### config.mk
export PLATFORM = sky130hd
export DESIGN_NAME = fnsc_top
export DESIGN_NICKNAME = d
export VERILOG_FILES = /design/src/rtl/fnsc_pkg.sv /design/src/rtl/fnsc_sync.sv /design/src/rtl/fnsc_publisher.sv /design/src/rtl/fnsc_top.sv
export VERILOG_INCLUDE_DIRS = /design/src /design/src/rtl
export SDC_FILE = /design/constraint.sdc
export NUM_CORES = 1
export LEC_CHECK = 0
export BUFFER_PORTS_ARGS = -buffer_cell sky130_fd_sc_hd__buf_2
export CAP_MARGIN = 25
export CORE_AREA = 2 2 135 137
export CTS_CLUSTER_SIZE = 40
export DETAILED_ROUTE_END_ITERATION = 16
export DIE_AREA = 0 0 137 139
export PLACE_DENSITY = 0.9
export SLEW_MARGIN = 20
export SYNTH_ARGS = -nofsm -noshare
export SYNTH_HDL_FRONTEND = slang
export SYNTH_SLANG_ARGS = --single-unit
export TNS_END_PERCENT = 50
### constraint.sdc
create_clock -name clk -period 1.9 [get_ports clk]
set_input_delay 0.095 -clock clk [delete_from_list [all_inputs] [get_ports clk]]
set_output_delay 0.095 -clock clk [all_outputs]
set_load 0.02 [all_outputs]
### src/rtl/fnsc_regs.svh
`ifndef FNSC_REGS_SVH
`define FNSC_REGS_SVH
// Register offsets (byte addresses, one word each)
`define FNSC_OFF_CONFIG 8'h00
`define FNSC_OFF_STATUS 8'h04
`define FNSC_OFF_IRQ_STATUS 8'h08
`define FNSC_OFF_IRQ_MASK 8'h0C
`define FNSC_OFF_SETTINGS 8'h10
`define FNSC_OFF_SW_VERSION 8'h14
`define FNSC_OFF_GLOBAL_BASE 8'h20
// Switch bank fields
`define FNSC_SW_ADDR_LSB 0
`define FNSC_SW_ADDR_MSB 5
`define FNSC_SW_LOSS_EN 6
`define FNSC_SW_GLOBAL_EN 7
`define FNSC_NODE_ADDR_TOP 7'h40
// Settings fields
`define FNSC_SET_COND_BIT 0
`define FNSC_SET_REACT_LSB 4
`define FNSC_SET_REACT_MSB 6
`define FNSC_COND_RUN_ONLY 1'h1
`define FNSC_REACT_ALARM_ONLY 3'h4
// Interrupt status bits
`define FNSC_IRQ_LOSS 0
`define FNSC_IRQ_MISMATCH 1
`define FNSC_IRQ_ARMED 2
`define FNSC_IRQ_GLOBAL_WR 3
`define FNSC_IRQ_WIDTH 4
// Reset values
`define FNSC_SETTINGS_RST 8'h00
`define FNSC_MASK_RST 4'h0
// Edges after reset release before the switch synchroniser shows the pins
`define FNSC_SETTLE_EDGES 2'h2
// Arbitrary supported drive software version
`define FNSC_SW_VERSION_DEF 16'h0001
`define FNSC_GLOBAL_WORDS 8
`endif

### src/rtl/fnsc_pkg.sv
package fnsc_pkg;
   typedef struct packed
   {
      logic [6:0] nodeAddr;
      logic lossDetectEn;
      logic globalPublishEn;
   } fnsc_cfg_s;
   typedef struct packed
   {
      logic valid;
      logic [5:0] srcAddr;
      logic isGlobal;
      logic toThisNode;
   } fnsc_cmd_s;
   typedef struct packed
   {
      logic [2:0] idx;
      logic [15:0] data;
   } fnsc_word_s;
endpackage

### src/rtl/fnsc_sync.sv
`timescale 1ns/1ps
module fnsc_sync
#(
   parameter int WIDTH = 1
)
(
   input wire logic clk,
   input wire logic rst_b,
   input wire logic [WIDTH-1:0] asyncIn,
   output logic [WIDTH-1:0] syncOut
);
   logic [WIDTH-1:0] meta_reg;
   logic [WIDTH-1:0] meta_next;
   logic [WIDTH-1:0] sync_reg;
   logic [WIDTH-1:0] sync_next;

   always_comb
   begin
      meta_next = asyncIn;
      sync_next = meta_reg;
   end

   always_ff @(posedge clk or negedge rst_b)
   begin
      if (!rst_b)
      begin
         meta_reg <= '0;
         sync_reg <= '0;
      end
      else
      begin
         meta_reg <= meta_next;
         sync_reg <= sync_next;
      end
   end

   assign syncOut = sync_reg;
endmodule

### src/rtl/fnsc_publisher.sv
`timescale 1ns/1ps
`include "fnsc_regs.svh"
module fnsc_publisher
   import fnsc_pkg::*;
#(
   parameter int WORDS = `FNSC_GLOBAL_WORDS
)
(
   input wire logic clk,
   input wire logic rst_b,
   input wire logic enable,
   input wire logic tokenHeld,
   input wire logic wrEn,
   input wire logic [2:0] wrIdx,
   input wire logic [15:0] wrData,
   input wire logic [2:0] rdIdx,
   output logic [15:0] rdData,
   output logic pubValid,
   output fnsc_word_s pubWord,
   output logic pubDone
);
   typedef enum logic [1:0]
   {
      PUB_IDLE = 2'b00,
      PUB_SEND = 2'b01,
      PUB_WAIT = 2'b10
   } fnsc_pub_e;

   logic [15:0] store [WORDS];
   fnsc_pub_e state_reg;
   fnsc_pub_e state_next;
   logic [2:0] idx_reg;
   logic [2:0] idx_next;
   fnsc_word_s word_reg;
   fnsc_word_s word_next;
   logic done_next;
   logic done_reg;

   always_ff @(posedge clk)
   begin
      if (wrEn)
      begin
         store[wrIdx] <= wrData;
      end
   end

   assign rdData = store[rdIdx];

   // One whole sweep of every word per token hold, no request needed
   always_comb
   begin
      state_next = state_reg;
      idx_next = idx_reg;
      word_next = word_reg;
      done_next = 1'b0;
      unique case (state_reg)
         PUB_IDLE:
         begin
            if (enable && tokenHeld)
            begin
               state_next = PUB_SEND;
               idx_next = 3'h0;
            end
         end
         PUB_SEND:
         begin
            word_next.idx = idx_reg;
            word_next.data = store[idx_reg];
            idx_next = idx_reg + 3'h1;
            if (idx_reg == 3'(WORDS - 1))
            begin
               state_next = PUB_WAIT;
               done_next = 1'b1;
            end
         end
         PUB_WAIT:
         begin
            // Waits for the token to leave so a hold is sent once only
            if (!tokenHeld)
            begin
               state_next = PUB_IDLE;
            end
         end
         default:
         begin
            state_next = PUB_IDLE;
         end
      endcase
   end

   always_ff @(posedge clk or negedge rst_b)
   begin
      if (!rst_b)
      begin
         state_reg <= PUB_IDLE;
         idx_reg <= 3'h0;
         word_reg <= '0;
         done_reg <= 1'b0;
         pubValid <= 1'b0;
      end
      else
      begin
         state_reg <= state_next;
         idx_reg <= idx_next;
         word_reg <= word_next;
         done_reg <= done_next;
         pubValid <= (state_reg == PUB_SEND);
      end
   end

   assign pubWord = word_reg;
   assign pubDone = done_reg;
endmodule

### src/rtl/fnsc_top.sv
// How it works
// Switch bank sampled once after power-up; later changes ignored.
// Address field is switches one to six, switch one least significant.
// Node address equals sixty-four minus six-bit switch value, range 1 to 64.
// Integrator gives every node a distinct address; not checked here.
// Switch seven on enables lost-master detection, off disables it.
// Token rotation watched for master; master leaving rotation is link loss.
// Enabled detection plus link loss raises network loss fault to drive.
// Detection disarmed after power-up until first non-global command to us.
// Alarm-only reaction with run-only detection suppresses the loss fault.
// Switch eight on enables global data publication, off disables it.
// Publication on: eight global words broadcast each token hold, unrequested.
// Master reads broadcast data only on its own global read.
// Global writes from the network accepted whatever switch eight says.
// Software mismatch fault raised when drive software version is unsupported.
// Loss detect condition 1 means only while running, 0 means always.
// Loss reaction 4 means alarm only; contact open, drive keeps running.
// Latched address and enables load only at power-up, then stay fixed.
// Network loss fault held as a level until reset.
`timescale 1ns/1ps
`include "fnsc_regs.svh"
module fnsc_top
   import fnsc_pkg::*;
(
   input wire logic clk,
   input wire logic rst_b,
   input wire logic [7:0] configSwitchBank,
   input wire logic masterInRotation,
   input wire logic tokenHeld,
   input wire fnsc_cmd_s netCmd,
   input wire logic globalWrEn,
   input wire logic [2:0] globalWrIdx,
   input wire logic [15:0] globalWrData,
   input wire logic driveRunning,
   input wire logic [15:0] softwareVersionMonitor,
   input wire logic [7:0] regAddr,
   input wire logic [31:0] regWrData,
   input wire logic regWr,
   input wire logic regRd,
   output logic [31:0] regRdData,
   output fnsc_cfg_s cfgOut,
   output logic networkLossFault,
   output logic faultContact,
   output logic softwareMismatchFault,
   output logic pubValid,
   output fnsc_word_s pubWord,
   output logic irq
);
   logic [7:0] swSync;
   logic rotSync;
   fnsc_cfg_s cfg_reg;
   fnsc_cfg_s cfg_next;
   logic latched_reg;
   logic latched_next;
   logic [1:0] settle_reg;
   logic [1:0] settle_next;
   logic armed_reg;
   logic armed_next;
   logic rotPrev_reg;
   logic rotPrev_next;
   logic loss_reg;
   logic loss_next;
   logic mismatch_reg;
   logic mismatch_next;
   logic [7:0] settings_reg;
   logic [7:0] settings_next;
   logic [`FNSC_IRQ_WIDTH-1:0] irqStat_reg;
   logic [`FNSC_IRQ_WIDTH-1:0] irqStat_next;
   logic [`FNSC_IRQ_WIDTH-1:0] irqMask_reg;
   logic [`FNSC_IRQ_WIDTH-1:0] irqMask_next;
   logic [31:0] rdData_reg;
   logic [31:0] rdData_next;
   logic [`FNSC_IRQ_WIDTH-1:0] events;
   logic linkLoss;
   logic suppress;
   logic lossSet;
   logic pubDone;
   logic [15:0] globalRd;
   logic [2:0] rdIdx;

   // Switches and rotation come from pins: two flops before any use
   fnsc_sync #(.WIDTH(8)) u_swSync
   (
      .clk(clk),
      .rst_b(rst_b),
      .asyncIn(configSwitchBank),
      .syncOut(swSync)
   );

   fnsc_sync #(.WIDTH(1)) u_rotSync
   (
      .clk(clk),
      .rst_b(rst_b),
      .asyncIn(masterInRotation),
      .syncOut(rotSync)
   );

   function automatic logic [6:0] decodeNode(input logic [5:0] sw);
      decodeNode = `FNSC_NODE_ADDR_TOP - {1'b0, sw};
   endfunction

   function automatic logic isGlobalWordAddr(input logic [7:0] a);
      isGlobalWordAddr = (a >= `FNSC_OFF_GLOBAL_BASE) &&
         (a < (`FNSC_OFF_GLOBAL_BASE + 8'(4 * `FNSC_GLOBAL_WORDS))) && (a[1:0] == 2'b00);
   endfunction

   assign rdIdx = regAddr[4:2];

   // Global writes land in the store regardless of switch eight
   fnsc_publisher #(.WORDS(`FNSC_GLOBAL_WORDS)) u_pub
   (
      .clk(clk),
      .rst_b(rst_b),
      .enable(cfg_reg.globalPublishEn),
      .tokenHeld(tokenHeld),
      .wrEn(globalWrEn),
      .wrIdx(globalWrIdx),
      .wrData(globalWrData),
      .rdIdx(rdIdx),
      .rdData(globalRd),
      .pubValid(pubValid),
      .pubWord(pubWord),
      .pubDone(pubDone)
   );

   // Synchroniser flops come out of reset as zeros; count two edges before trusting them
   always_comb
   begin
      settle_next = settle_reg;
      if (settle_reg != `FNSC_SETTLE_EDGES)
      begin
         settle_next = settle_reg + 2'h1;
      end
   end

   // Only the power-on reset restarts the count, so the latch is taken once
   always_ff @(posedge clk or negedge rst_b)
   begin
      if (!rst_b)
      begin
         settle_reg <= 2'h0;
      end
      else
      begin
         settle_reg <= settle_next;
      end
   end

   // Latch configuration once; two synchroniser cycles of settling first
   always_comb
   begin
      cfg_next = cfg_reg;
      latched_next = latched_reg;
      // Latching earlier would read the synchroniser's reset zeros as node 64
      if (!latched_reg && (settle_reg == `FNSC_SETTLE_EDGES))
      begin
         latched_next = 1'b1;
         cfg_next.nodeAddr = decodeNode(swSync[`FNSC_SW_ADDR_MSB:`FNSC_SW_ADDR_LSB]);
         cfg_next.lossDetectEn = swSync[`FNSC_SW_LOSS_EN];
         cfg_next.globalPublishEn = swSync[`FNSC_SW_GLOBAL_EN];
      end
   end

   // Detection, arming and faults
   assign linkLoss = rotPrev_reg && !rotSync;
   assign suppress = (settings_reg[`FNSC_SET_COND_BIT] == `FNSC_COND_RUN_ONLY) &&
      (settings_reg[`FNSC_SET_REACT_MSB:`FNSC_SET_REACT_LSB] == `FNSC_REACT_ALARM_ONLY);
   // Run-only condition only counts a loss while the drive runs
   assign lossSet = cfg_reg.lossDetectEn && armed_reg && linkLoss && !suppress &&
      (!settings_reg[`FNSC_SET_COND_BIT] || driveRunning);

   always_comb
   begin
      rotPrev_next = rotSync;
      armed_next = armed_reg;
      if (latched_reg && netCmd.valid && netCmd.toThisNode && !netCmd.isGlobal)
      begin
         armed_next = 1'b1;
      end
      loss_next = loss_reg || lossSet;
      mismatch_next = latched_reg && (softwareVersionMonitor != `FNSC_SW_VERSION_DEF);
   end

   assign events[`FNSC_IRQ_LOSS] = lossSet;
   assign events[`FNSC_IRQ_MISMATCH] = mismatch_next && !mismatch_reg;
   assign events[`FNSC_IRQ_ARMED] = armed_next && !armed_reg;
   assign events[`FNSC_IRQ_GLOBAL_WR] = globalWrEn;

   // Register port; set beats write-one-to-clear
   always_comb
   begin
      settings_next = settings_reg;
      irqMask_next = irqMask_reg;
      irqStat_next = irqStat_reg;
      rdData_next = 32'h0000_0000;
      if (regWr)
      begin
         unique case (regAddr)
            `FNSC_OFF_SETTINGS: settings_next = regWrData[7:0];
            `FNSC_OFF_IRQ_MASK: irqMask_next = regWrData[`FNSC_IRQ_WIDTH-1:0];
            `FNSC_OFF_IRQ_STATUS:
               irqStat_next = irqStat_reg & ~regWrData[`FNSC_IRQ_WIDTH-1:0];
            default: ;
         endcase
      end
      irqStat_next = irqStat_next | events;
      if (regRd)
      begin
         if (isGlobalWordAddr(regAddr))
         begin
            rdData_next = {16'h0000, globalRd};
         end
         else
         begin
            unique case (regAddr)
               `FNSC_OFF_CONFIG: rdData_next = {23'h000000, cfg_reg};
               `FNSC_OFF_STATUS:
                  rdData_next = {27'h0000000, pubDone, mismatch_reg, loss_reg,
                     armed_reg, latched_reg};
               `FNSC_OFF_IRQ_STATUS: rdData_next = {28'h0000000, irqStat_reg};
               `FNSC_OFF_IRQ_MASK: rdData_next = {28'h0000000, irqMask_reg};
               `FNSC_OFF_SETTINGS: rdData_next = {24'h000000, settings_reg};
               `FNSC_OFF_SW_VERSION: rdData_next = {16'h0000, softwareVersionMonitor};
               default: rdData_next = 32'h0000_0000;
            endcase
         end
      end
   end

   always_ff @(posedge clk or negedge rst_b)
   begin
      if (!rst_b)
      begin
         cfg_reg <= '0;
         latched_reg <= 1'b0;
         armed_reg <= 1'b0;
         rotPrev_reg <= 1'b0;
         loss_reg <= 1'b0;
         mismatch_reg <= 1'b0;
         settings_reg <= `FNSC_SETTINGS_RST;
         irqStat_reg <= '0;
         irqMask_reg <= `FNSC_MASK_RST;
         rdData_reg <= 32'h0000_0000;
      end
      else
      begin
         cfg_reg <= cfg_next;
         latched_reg <= latched_next;
         armed_reg <= armed_next;
         rotPrev_reg <= rotPrev_next;
         loss_reg <= loss_next;
         mismatch_reg <= mismatch_next;
         settings_reg <= settings_next;
         irqStat_reg <= irqStat_next;
         irqMask_reg <= irqMask_next;
         rdData_reg <= rdData_next;
      end
   end

   assign regRdData = rdData_reg;
   assign cfgOut = cfg_reg;
   assign networkLossFault = loss_reg;
   // Alarm only keeps the contact open while the fault is still shown
   assign faultContact = loss_reg &&
      (settings_reg[`FNSC_SET_REACT_MSB:`FNSC_SET_REACT_LSB] != `FNSC_REACT_ALARM_ONLY);
   assign softwareMismatchFault = mismatch_reg;
   assign irq = |(irqStat_reg & irqMask_reg);
endmodule

==> metrics list, run 1 <==
* Failing checks: setup timing
- Worst-case hold slack: approximately 0.031 ns
- Path category of the worst min-delay check: in -> async
* Gate family responsible for the most delay along the worst path: buffers and inverters
* Largest net degree at the start of global routing: 72
* WL per Instance: 24.00 um
* Tcrit/Tclk final: 100.7%
- By startpoint and endpoint, the worst setup path is classified as in -> reg.
- Area of the multi-input gates: ~3200 um^2
- Register area share after synthesis: between 60% and 70%
- First-pass GRT wire length: 37,180 um
- For this run, design rule violations remaining after detail routing come to 0.
- The number of antenna violations at the first check in global routing is 0.
- Number of detailed-route iterations in the first pass: 5
* Cell with the biggest individual delay on the critical path: sky130_fd_sc_hd__dlygate4sd3_1
* Final hold violation count: 0
* Number of fill cells in the layout: ~1,100
* Cell at the root of the clock tree: sky130_fd_sc_hd__clkbuf_16
- Top cells by area, synth: sky130_fd_sc_hd__edfxtp_1 (40%), sky130_fd_sc_hd__dfrtp_1 (24%), sky130_fd_sc_hd__mux4_2 (15%), sky130_fd_sc_hd__mux2i_1 (4.4%), sky130_fd_sc_hd__mux2_2 (2.2%)
- Count of inserted antenna diode cells: 0
- HPWL after detailed placement: between 15,000 and 20,000 um
- Setup crit start kind: input port
- Crit path top cell by count: sky130_fd_sc_hd__dlygate4sd3_1
- CORE AREA: between 15,000 and 20,000 um^2
* Setup slack on the worst flop-to-flop path: approximately 0.15 ns
- The run finished, with violations left.
* Cell count along the critical path: 6
- The critical path contains buffers and inverters numbering 3 combined.
* Post-cts hold buffer count: 53
- Clock-pin slew was measured on the worst setup and hold paths at ~0.060 ns.
- Pleak: 4.738 nW
- Max-cap violations in this run came to 0.
- The sequential cells in the finished layout cover a total of about 6000 um^2.
* Sum of met3 wire segment lengths after detailed routing: roughly 2000 um
- For this design the ratio of total power to cell area is about 1200 nW/um^2.
- Synthesis produced a netlist whose cell count is 586.
- Summing over every cut layer, the via total after detailed routing is ~6,300.
- Walking the worst path, the cells encountered are buf_2, dlygate4sd3_1, nor4_1, dlygate4sd3_1, nand2_1, a211oi_1.
- Count of different cell masters after synthesis: 48
- After clock tree synthesis, the setup repair step added 0 buffers.
- Critical Path RT: between 2 and 2.5 ns
* Initial core utilization: between 50% and 60%
* Yosys top cell by area: sky130_fd_sc_hd__edfxtp_1
* R2r worst-path depth: 4
- Slew at the pin closest to its max-slew limit: ~0.6 ns
- In the post-route analysis, the smallest setup slack over all paths is -0.01324 ns.
* Top-level port count: around 170
* Clock period minus worst slack: approximately 1.9 ns
- The congestion estimate from routability-driven global placement came to roughly 0.85.
- Iter 0 DRT Violations: slightly below 600
* Flip-flop and latch count after synthesis: between 200 and 250
* Top register by number of flip-flops: u_pub.store
- The routed design uses about 13,000 um of met2 wire.
- Final setup TNS: -0.01324 ns
- On the worst path, the slowest cell contributes a delay of about 0.7 ns.
- Clock Sinks: 220
* Total overflow reported by the global router: 0
* Worst Skew: 0.01525 ns
* Final number of setup-violating endpoints: 1
- Each instance of the synthesized netlist takes up on average between 15 and 20 um^2.
* Share of async-settable or async-resettable flops after synthesis: around two fifths
- Summing every instance area after synthesis gives between 9000 and 10,000 um^2.
- Post-synth EDFFs: between 100 and 150
* Share of cells above drive strength 1: about a third
- Count of yosys warnings during synthesis: 0
- Maximum buffer depth of the clock tree: 3
- Peak ir drop on the vdd network: ~0.9 mV
- TritonCTS clock tree: done
- The register with the most flip-flops in the layout has 128 of them.
* Met1 wire length: 8997 um
* Final core occ: around 67%
- Signal routing reaches up to met4.
- Number of vias per cell after detailed routing: between 6 and 7
- Max Fclk: 522.7 MHz
- Measured along the y axis, the die boundary spans between 100 and 150 um.
- Main synth FF type: sky130_fd_sc_hd__edfxtp_1
- DIE WIDTH: ~140 um
- Clock buffers created by TritonCTS: 22
- Once detail routing completed, the nets flagged for antenna violations numbered 0.
* Vias in the first global route: roughly 6,700
- Headroom to the max-slew limit came out at about three fifths.
* Endpoint arrival time on the critical path: about 2.3 ns
* RSZ-0062 raised after global routing: false
* PortBufs: between 100 and 150
* Pins over their slew limit: 0
- For the worst-skew pair, the clock arrives at the later sink with an insertion delay of roughly 0.51 ns.
- Depth of the CTS H-tree: 1
- The number of gates resized after CTS was 0.
* Die outline area: 19,040 um^2
* Layout area overhead: 23.34%
- For this run, the total global-route usage over all layers was measured as between 20% and 30%.
* Final wirelength: 24,440 um
- Area share of the largest cell type after synthesis: about 40%
- OpenSTA, run right after detailed placement, puts the worst setup slack at 0.03911 ns.
* Number of rows created at floorplan: 49
- Top fanout value on the critical path: 3
- Type of element capturing the critical path: flip-flop
- In the final design database the tool counted between 800 and 900 nets.
[layout make-up]
type                       instances  share of cell area (%)
sequential                       220                   51.73
timing repair buffer             197                   11.73
multi-input combinational        323                   27.21
clock inverter                    12                   1.200
tap                              229                   2.411
inverter                           9                  0.2843
clock buffer                      28                   5.433
[path summary, 6_finish.rpt]
check | startpoint | to
min | rst_b | u_swSync.syncOut[6]
max | regAddr[7] | regRdData[2]
max reg2reg | u_pub.idx_reg[0] | u_pub.pubWord[2]
min in group clk | regWr | irqStat_reg[2]
max in group asynchronous | rst_b | u_pub.idx_reg[0]
min reg2reg | u_swSync.meta_reg[2] | u_swSync.syncOut[2]
[per-layer routing]
layer	GRT usage [%]	vias to the layer above
li1	-	2633
met3	4.569	66
met2	44.12	355
met4	10.09	0
met5	0	-
met1	32.54	3234
[synthesized netlist by cell type (2+ instances only)]
master / count
sky130_fd_sc_hd__nand3_1: 8
sky130_fd_sc_hd__nor2_1: 12
sky130_fd_sc_hd__a21o_1: 2
sky130_fd_sc_hd__buf_2: 11
sky130_fd_sc_hd__edfxtp_1: 128
sky130_fd_sc_hd__nor4_1: 4
sky130_fd_sc_hd__inv_1: 8
sky130_fd_sc_hd__xnor2_1: 2
sky130_fd_sc_hd__or2_2: 3
sky130_fd_sc_hd__a221oi_1: 4
sky130_fd_sc_hd__a22o_1: 4
sky130_fd_sc_hd__nand4b_1: 2
sky130_fd_sc_hd__dfrtp_1: 92
sky130_fd_sc_hd__mux4_2: 64
sky130_fd_sc_hd__a211oi_1: 3
sky130_fd_sc_hd__buf_1: 4
sky130_fd_sc_hd__and2_1: 3
sky130_fd_sc_hd__o21ai_0: 31
sky130_fd_sc_hd__ha_1: 4
sky130_fd_sc_hd__nand2_1: 46
sky130_fd_sc_hd__and3_1: 3
sky130_fd_sc_hd__nor3_1: 4
sky130_fd_sc_hd__mux2_2: 19
sky130_fd_sc_hd__nand2b_1: 8
sky130_fd_sc_hd__buf_4: 22
sky130_fd_sc_hd__mux2i_1: 42
sky130_fd_sc_hd__o32ai_1: 3
sky130_fd_sc_hd__clkbuf_1: 11
sky130_fd_sc_hd__a21oi_1: 7
sky130_fd_sc_hd__xor2_1: 3
sky130_fd_sc_hd__a22oi_1: 5
sky130_fd_sc_hd__o2bb2ai_1: 8
[cells by family after synthesis]
family | count (synthesis) | share of synthesized area [%]
xor+xnor | 5 | 0.4546
flops | 220 | 63.79
mux | 125 | 21.55
compound gates | 71 | 4.818
fa+ha+maj | 4 | 0.5195
buf+inv | 58 | 3.338
simple gates | 102 | 5.494
other cells | 1 | 0.03892
[report_power, final]
group          switching (mW)  leakage, nW  internal (mW)  total (mW)
sequential              0.273         2.29           5.51        5.78
combinational            1.85         2.06           1.56        3.42
clock                    1.80        0.386           2.81        4.61
total                    3.92         4.74           9.89        13.8
[stage by stage]
| stage | std cells | cell area (um^2) | power [mW] |
|---|---|---|---|
| final | 1018 | 11880 | 13.81 |
| after global routing | 1018 | 11880 | 14.34 |
| after CTS | 1018 | 11880 | 13.86 |
| after detailed placement | 925 | 10560 | 9.183 |
| after global placement | 925 | 10560 | 9.015 |
| after floorplan | 601 | 9691 | 8.061 |
[placed cells by master, fill, tap and decap left out, types with 21 or more instances in the layout]
cell / count
sky130_fd_sc_hd__o21ai_0: 31
sky130_fd_sc_hd__edfxtp_1: 128
sky130_fd_sc_hd__mux2i_1: 42
sky130_fd_sc_hd__clkbuf_16: 24
sky130_fd_sc_hd__dlygate4sd3_1: 53
sky130_fd_sc_hd__nand2_1: 46
sky130_fd_sc_hd__mux4_2: 64
sky130_fd_sc_hd__dfrtp_1: 91
sky130_fd_sc_hd__buf_4: 21
sky130_fd_sc_hd__buf_2: 117
(Power assumes the default switching activity.)
==> run 2, diff against run 1 <==
--- a/config.mk
+++ b/config.mk
@@ -6,13 +6,14 @@
 export SDC_FILE = /design/constraint.sdc
 export NUM_CORES = 1
 export LEC_CHECK = 0
+export ABC_AREA = 1
 export BUFFER_PORTS_ARGS = -buffer_cell sky130_fd_sc_hd__buf_2
 export CAP_MARGIN = 25
-export CORE_AREA = 2 2 135 137
+export CORE_AREA = 2 2 136 138
 export CTS_CLUSTER_SIZE = 40
 export DETAILED_ROUTE_END_ITERATION = 16
-export DIE_AREA = 0 0 137 139
-export PLACE_DENSITY = 0.9
+export DIE_AREA = 0 0 138 140
+export PLACE_DENSITY = 0.92
 export SLEW_MARGIN = 20
 export SYNTH_ARGS = -nofsm -noshare
 export SYNTH_HDL_FRONTEND = slang
==> run 2 against run 1 <==
Effect of this change:
- the flow now finishes without violations
- synthesized cell count grew 82%
- sequential cell count stayed put
- combinational power is 16% higher
- first-iteration DRC count rose to 3.1 times the previous value
- clock power is 3% lower
- register-to-register slack better by 0.02 ns
- cell count is 46% higher
- die area up 1.5%
- critical endpoint is now regRdData[5]
- largest cell class unchanged
- highest routed layer is now met5
==> metrics list, run 2 <==
* Synthesized netlist cell count: about 1,100
- The synthesized netlist devotes a little under a tenth of its cell area to compound gates.
* Max-cap violations: 0
- Among the stages of the critical path, the cell type that occurs most often is sky130_fd_sc_hd__nor2_1.
- RSZ-0062 raised after global routing: false
- Number of instances resized during post-cts repair: 0
- Entering global routing, the biggest net connects 76 pins.
- The average instance in the mapped netlist occupies roughly 9.4 um^2.
* Flip-flop and latch count after synthesis: between 200 and 250
- Most instantiated library cell after synthesis: sky130_fd_sc_hd__nor2_1
- Count of yosys warnings during synthesis: 0
- Register area share after synthesis: 61.02%
- Timing would allow up to 577.3 MHz.
- Worst-path clk slew: about 0.060 ns
* Number of remaining DRC errors: 0
- The final route contains about 9,200 vias.
* Share of cells above drive strength 1: between 15 and 20%
- TritonCTS built the clock tree.
- The die covers between 15,000 and 20,000 um^2.
- By area, the combinational part of the netlist is dominated by simple AND/OR/NAND/NOR gates.
- Counting every sink on the clock net gives 220.
- The worst setup path is captured at a flip-flop.
- Overall Power: 14.22 mW
* Most common cell after layout, fill and taps aside: sky130_fd_sc_hd__nor2_1
* Number of flip-flops in the largest register: 128
- The final hold violation count was 0.
- Combinational cells account for 27.9% of the total power.
- Sequential cells burn between 40% and 50% of the power.
- Reg-to-reg critical path endpoint: regRdData[5]
- Origin of the worst min-delay path: softwareVersionMonitor[12]
* Clock buffers created by TritonCTS: 22
- Yosys top cell by area: sky130_fd_sc_hd__edfxtp_1
- Critical Path RT: 2.30 ns
* Setup slack on the worst flop-to-flop path: around 0.17 ns
- PwrDens: ~1200 nW/um^2
- Number of rows created at floorplan: 49
- At the end of routability-driven placement, the weighted congestion stood at about 0.92.
- In this run switching power makes up about a third of total power.
- Critical-path cell list: nor2_1, nor2_1, nand3_1, nand3_1, nand2_1, nor2_1, dlygate4sd3_1
- DIE WIDTH: roughly 140 um
- After clock tree synthesis, the setup repair step added 0 buffers.
* Slew at the pin closest to its max-slew limit: approximately 0.68 ns
* Internal power component: ~9.4 mW
- Cell with the biggest individual delay on the critical path: sky130_fd_sc_hd__dlygate4sd3_1
- Kind of critical path: reg -> reg
- In the final routed layout, each cell accounts on average for about 21 um.
* Tcrit/Tclk final: approximately nine tenths
- Sequential standard cell area: between 6000 and 7000 um^2
- The worst setup path is launched from a flip-flop.
- Top cells by area, synth: sky130_fd_sc_hd__edfxtp_1 (38%), sky130_fd_sc_hd__dfrtp_1 (23%), sky130_fd_sc_hd__nor2_1 (7.5%), sky130_fd_sc_hd__nand2_1 (7.0%), sky130_fd_sc_hd__nand3_1 (5.2%)
* Post-synthesis share of cell area spent on full adders, half adders and majority gates: 0.4969%
* Number of buffers and inverters on the critical path: 1
- Among cell families on the critical path, the largest total delay comes from simple AND/OR/NAND/NOR gates.
* Critical register-to-register path startpoint: u_pub.store[6][5]
- Across the routed clock network, the largest skew measured is 0.01605 ns.
- Summed over all cells, the static leakage comes to roughly 5.3 nW.
- The detail route stage leaves a number of antenna-violating nets equal to 0.
* Initial core utilization: between 50% and 60%
- The floorplan step set the die height to ~140 um.
* Share of async-settable or async-resettable flops after synthesis: about two fifths
- Setup violations remaining at the end of the flow were counted as 0.
* Cell at the root of the clock tree: sky130_fd_sc_hd__clkbuf_16
- Peak ir drop on the vdd network: 0.9622 mV
- The first global-routing pass estimated around 50,000 um of wire.
- Antenna violations before repair: 1
- Post-synth EDFFs: between 100 and 150
- Maximum buffer depth of the clock tree: 3
- Final wirelength: between 30,000 and 40,000 um
* GRT Resource Usage Total: 31.87%
* Final #Nets: 1,348
- More flip-flops sit in one register than any other, and that register is u_pub.store.
- Status: complete, no violations
- The finished cells cover around 12,000 um^2.
- Syn Std Cell Area: roughly 10,000 um^2
* Post-cts hold buffer count: 52
- The most used flip-flop cell after synthesis is sky130_fd_sc_hd__edfxtp_1.
- HPWL after detailed placement: ~18,000 um
- In this run the tool buffered the top-level ports with 118 buffer cells.
- Pins over their slew limit: 0
- The worst hold path was traced through 5 stages.
* Number of cells after detailed placement: around 1,400
- Pin placement for this block handled 165 I/O pins.
- Layout area overhead: 21.47%
- The core region is ~18,000 um^2.
- Count of different cell masters after synthesis: 43
* Global routing usage on met3: 9.231%
* CP max stage delay: roughly 0.55 ns
* Area of the multi-input gates: around 3300 um^2
* Part of the power in the clock network: between 30% and 40%
- Headroom to the max-slew limit came out at roughly 54%.
- Number of detailed-route iterations in the first pass: 8
- Endpoint arrival time on the critical path: ~2.1 ns
- The min-delay analysis places its worst path in the category in -> reg.
- Synthesized-area fraction occupied by xor and xnor cells: less than 1%
- Psw: 4.820 mW
- Vias in the first global route: 9,069
- Area fraction in and, or, nand and nor cells after synthesis: roughly 22%
* Hold-critical path endpoint: regRdData[12]
- Depth of the CTS H-tree: 1
- Ranked by instance count, the synthesized netlist is headed by sky130_fd_sc_hd__nor2_1 (202), sky130_fd_sc_hd__nand2_1 (188), sky130_fd_sc_hd__edfxtp_1 (128), sky130_fd_sc_hd__nand3_1 (104), sky130_fd_sc_hd__o21ai_0 (95).
- Clock period minus worst slack: about 1.7 ns
- For met2 alone, demand over resource in global routing was slightly above 50%.
- The first routing iteration left approximately 1,800 violations.
* Total overflow reported by the global router: 0
* Met1 capacity usage during global routing: roughly two fifths
- Leading cell types in the layout, fill and taps excluded: sky130_fd_sc_hd__nor2_1 (202), sky130_fd_sc_hd__nand2_1 (188), sky130_fd_sc_hd__edfxtp_1 (128), sky130_fd_sc_hd__buf_2 (117), sky130_fd_sc_hd__nand3_1 (104)
- Placed standard-cell area: ~11,000 um^2
- Area share of the largest cell type after synthesis: about two fifths
* Fraction of synthesized area in multiplexers: 0%
* Insertion delay of the later-clocked pin in the worst-skew pair: roughly 0.52 ns
- After filler insertion, the fill cell instance count of the layout stands at about 1,200.
- In the routed layout, each cell is associated on average with a via count of slightly above 6.
- The global routing stage identified its most utilized layer as met2.
- Setup total negative slack on the finished layout was measured at 0 ns.
- For the worst flop-to-flop path, the logic depth is 7.
- Once layout is complete, the cells apart from fillers number approximately 1,500.
- In this run the worst path has a maximum fanout of 2.
==> run 2: final cells by class <==
class                      count  share of cell area [%]
multi-input combinational    723                   27.09
sequential                   220                   50.25
timing repair buffer         203                   11.95
inverter                      74                   2.291
clock inverter                 8                  0.7363
tap                          229                   2.342
clock buffer                  32                   5.308
antenna                        2                 0.04091
==> run 2: worst reg2reg max path: cells and delay by family (launching register included) <==
kind	cells	cell delay, ns
simple gates	6	0.67
flops	1	0.41
buf+inv	1	0.55
==> run 2: worst max-delay path by stage <==
stage,to,slack [ns],start,cells after the start
2_1_floorplan,u_pub.store[6][0],0.38,globalWrEn,3
3_3_place_gp,regRdData[12],0.37,regAddr[0],9
3_5_place_dp,regRdData[3],0.30,regAddr[2],9
4_1_cts,regRdData[5],0.24,u_pub.store[6][5],7
5_1_grt,regRdData[5],0.10,u_pub.store[6][5],7
6_report,regRdData[5],0.17,u_pub.store[6][5],7
==> run 2: power groups by stage <==
stage | sequential, mW | clock, mW | combinational (mW)
after detailed placement | 5.84 | 0 | 3.68
after floorplan | 6.06 | 0 | 2.12
final | 5.78 | 4.47 | 3.97
after CTS | 5.76 | 4.45 | 3.84
after global placement | 5.82 | 0 | 3.54
after global routing | 5.81 | 4.66 | 4.28
==> run 2: per-stage QoR <==
| stage | setup WS, ns | util [%] | hold slack (ns) |
|---|---|---|---|
| 3_5_place_dp | 0.2958 | 61.70 | 0.03234 |
| 5_1_grt | 0.1043 | 68.78 | 0.04053 |
| 6_report | 0.1679 | 68.81 | 0.02107 |
| 2_1_floorplan | 0.3843 | - | -0.2006 |
| 3_3_place_gp | 0.3695 | 61.70 | 0.02840 |
| 4_1_cts | 0.2415 | 68.78 | 0.008723 |
==> run 2: cells by family after synthesis <==
| kind of cell | Yosys count |
|---|---|
| simple gates | 529 |
| flops | 220 |
| compound gates | 171 |
| buf+inv | 139 |
| fa+ha+maj | 4 |
| xor+xnor | 3 |
| other cells | 1 |
==> run 2: per-layer routing <==
layer  share of wire (%)  vias to the layer above  wire length (um)
li1                    -                     3907                 -
met1                  34                     4208             10620
met4                 6.3                        2              1966
met5               0.051                        -                16
met3                  14                      193              4362
met2                  46                      891             14210
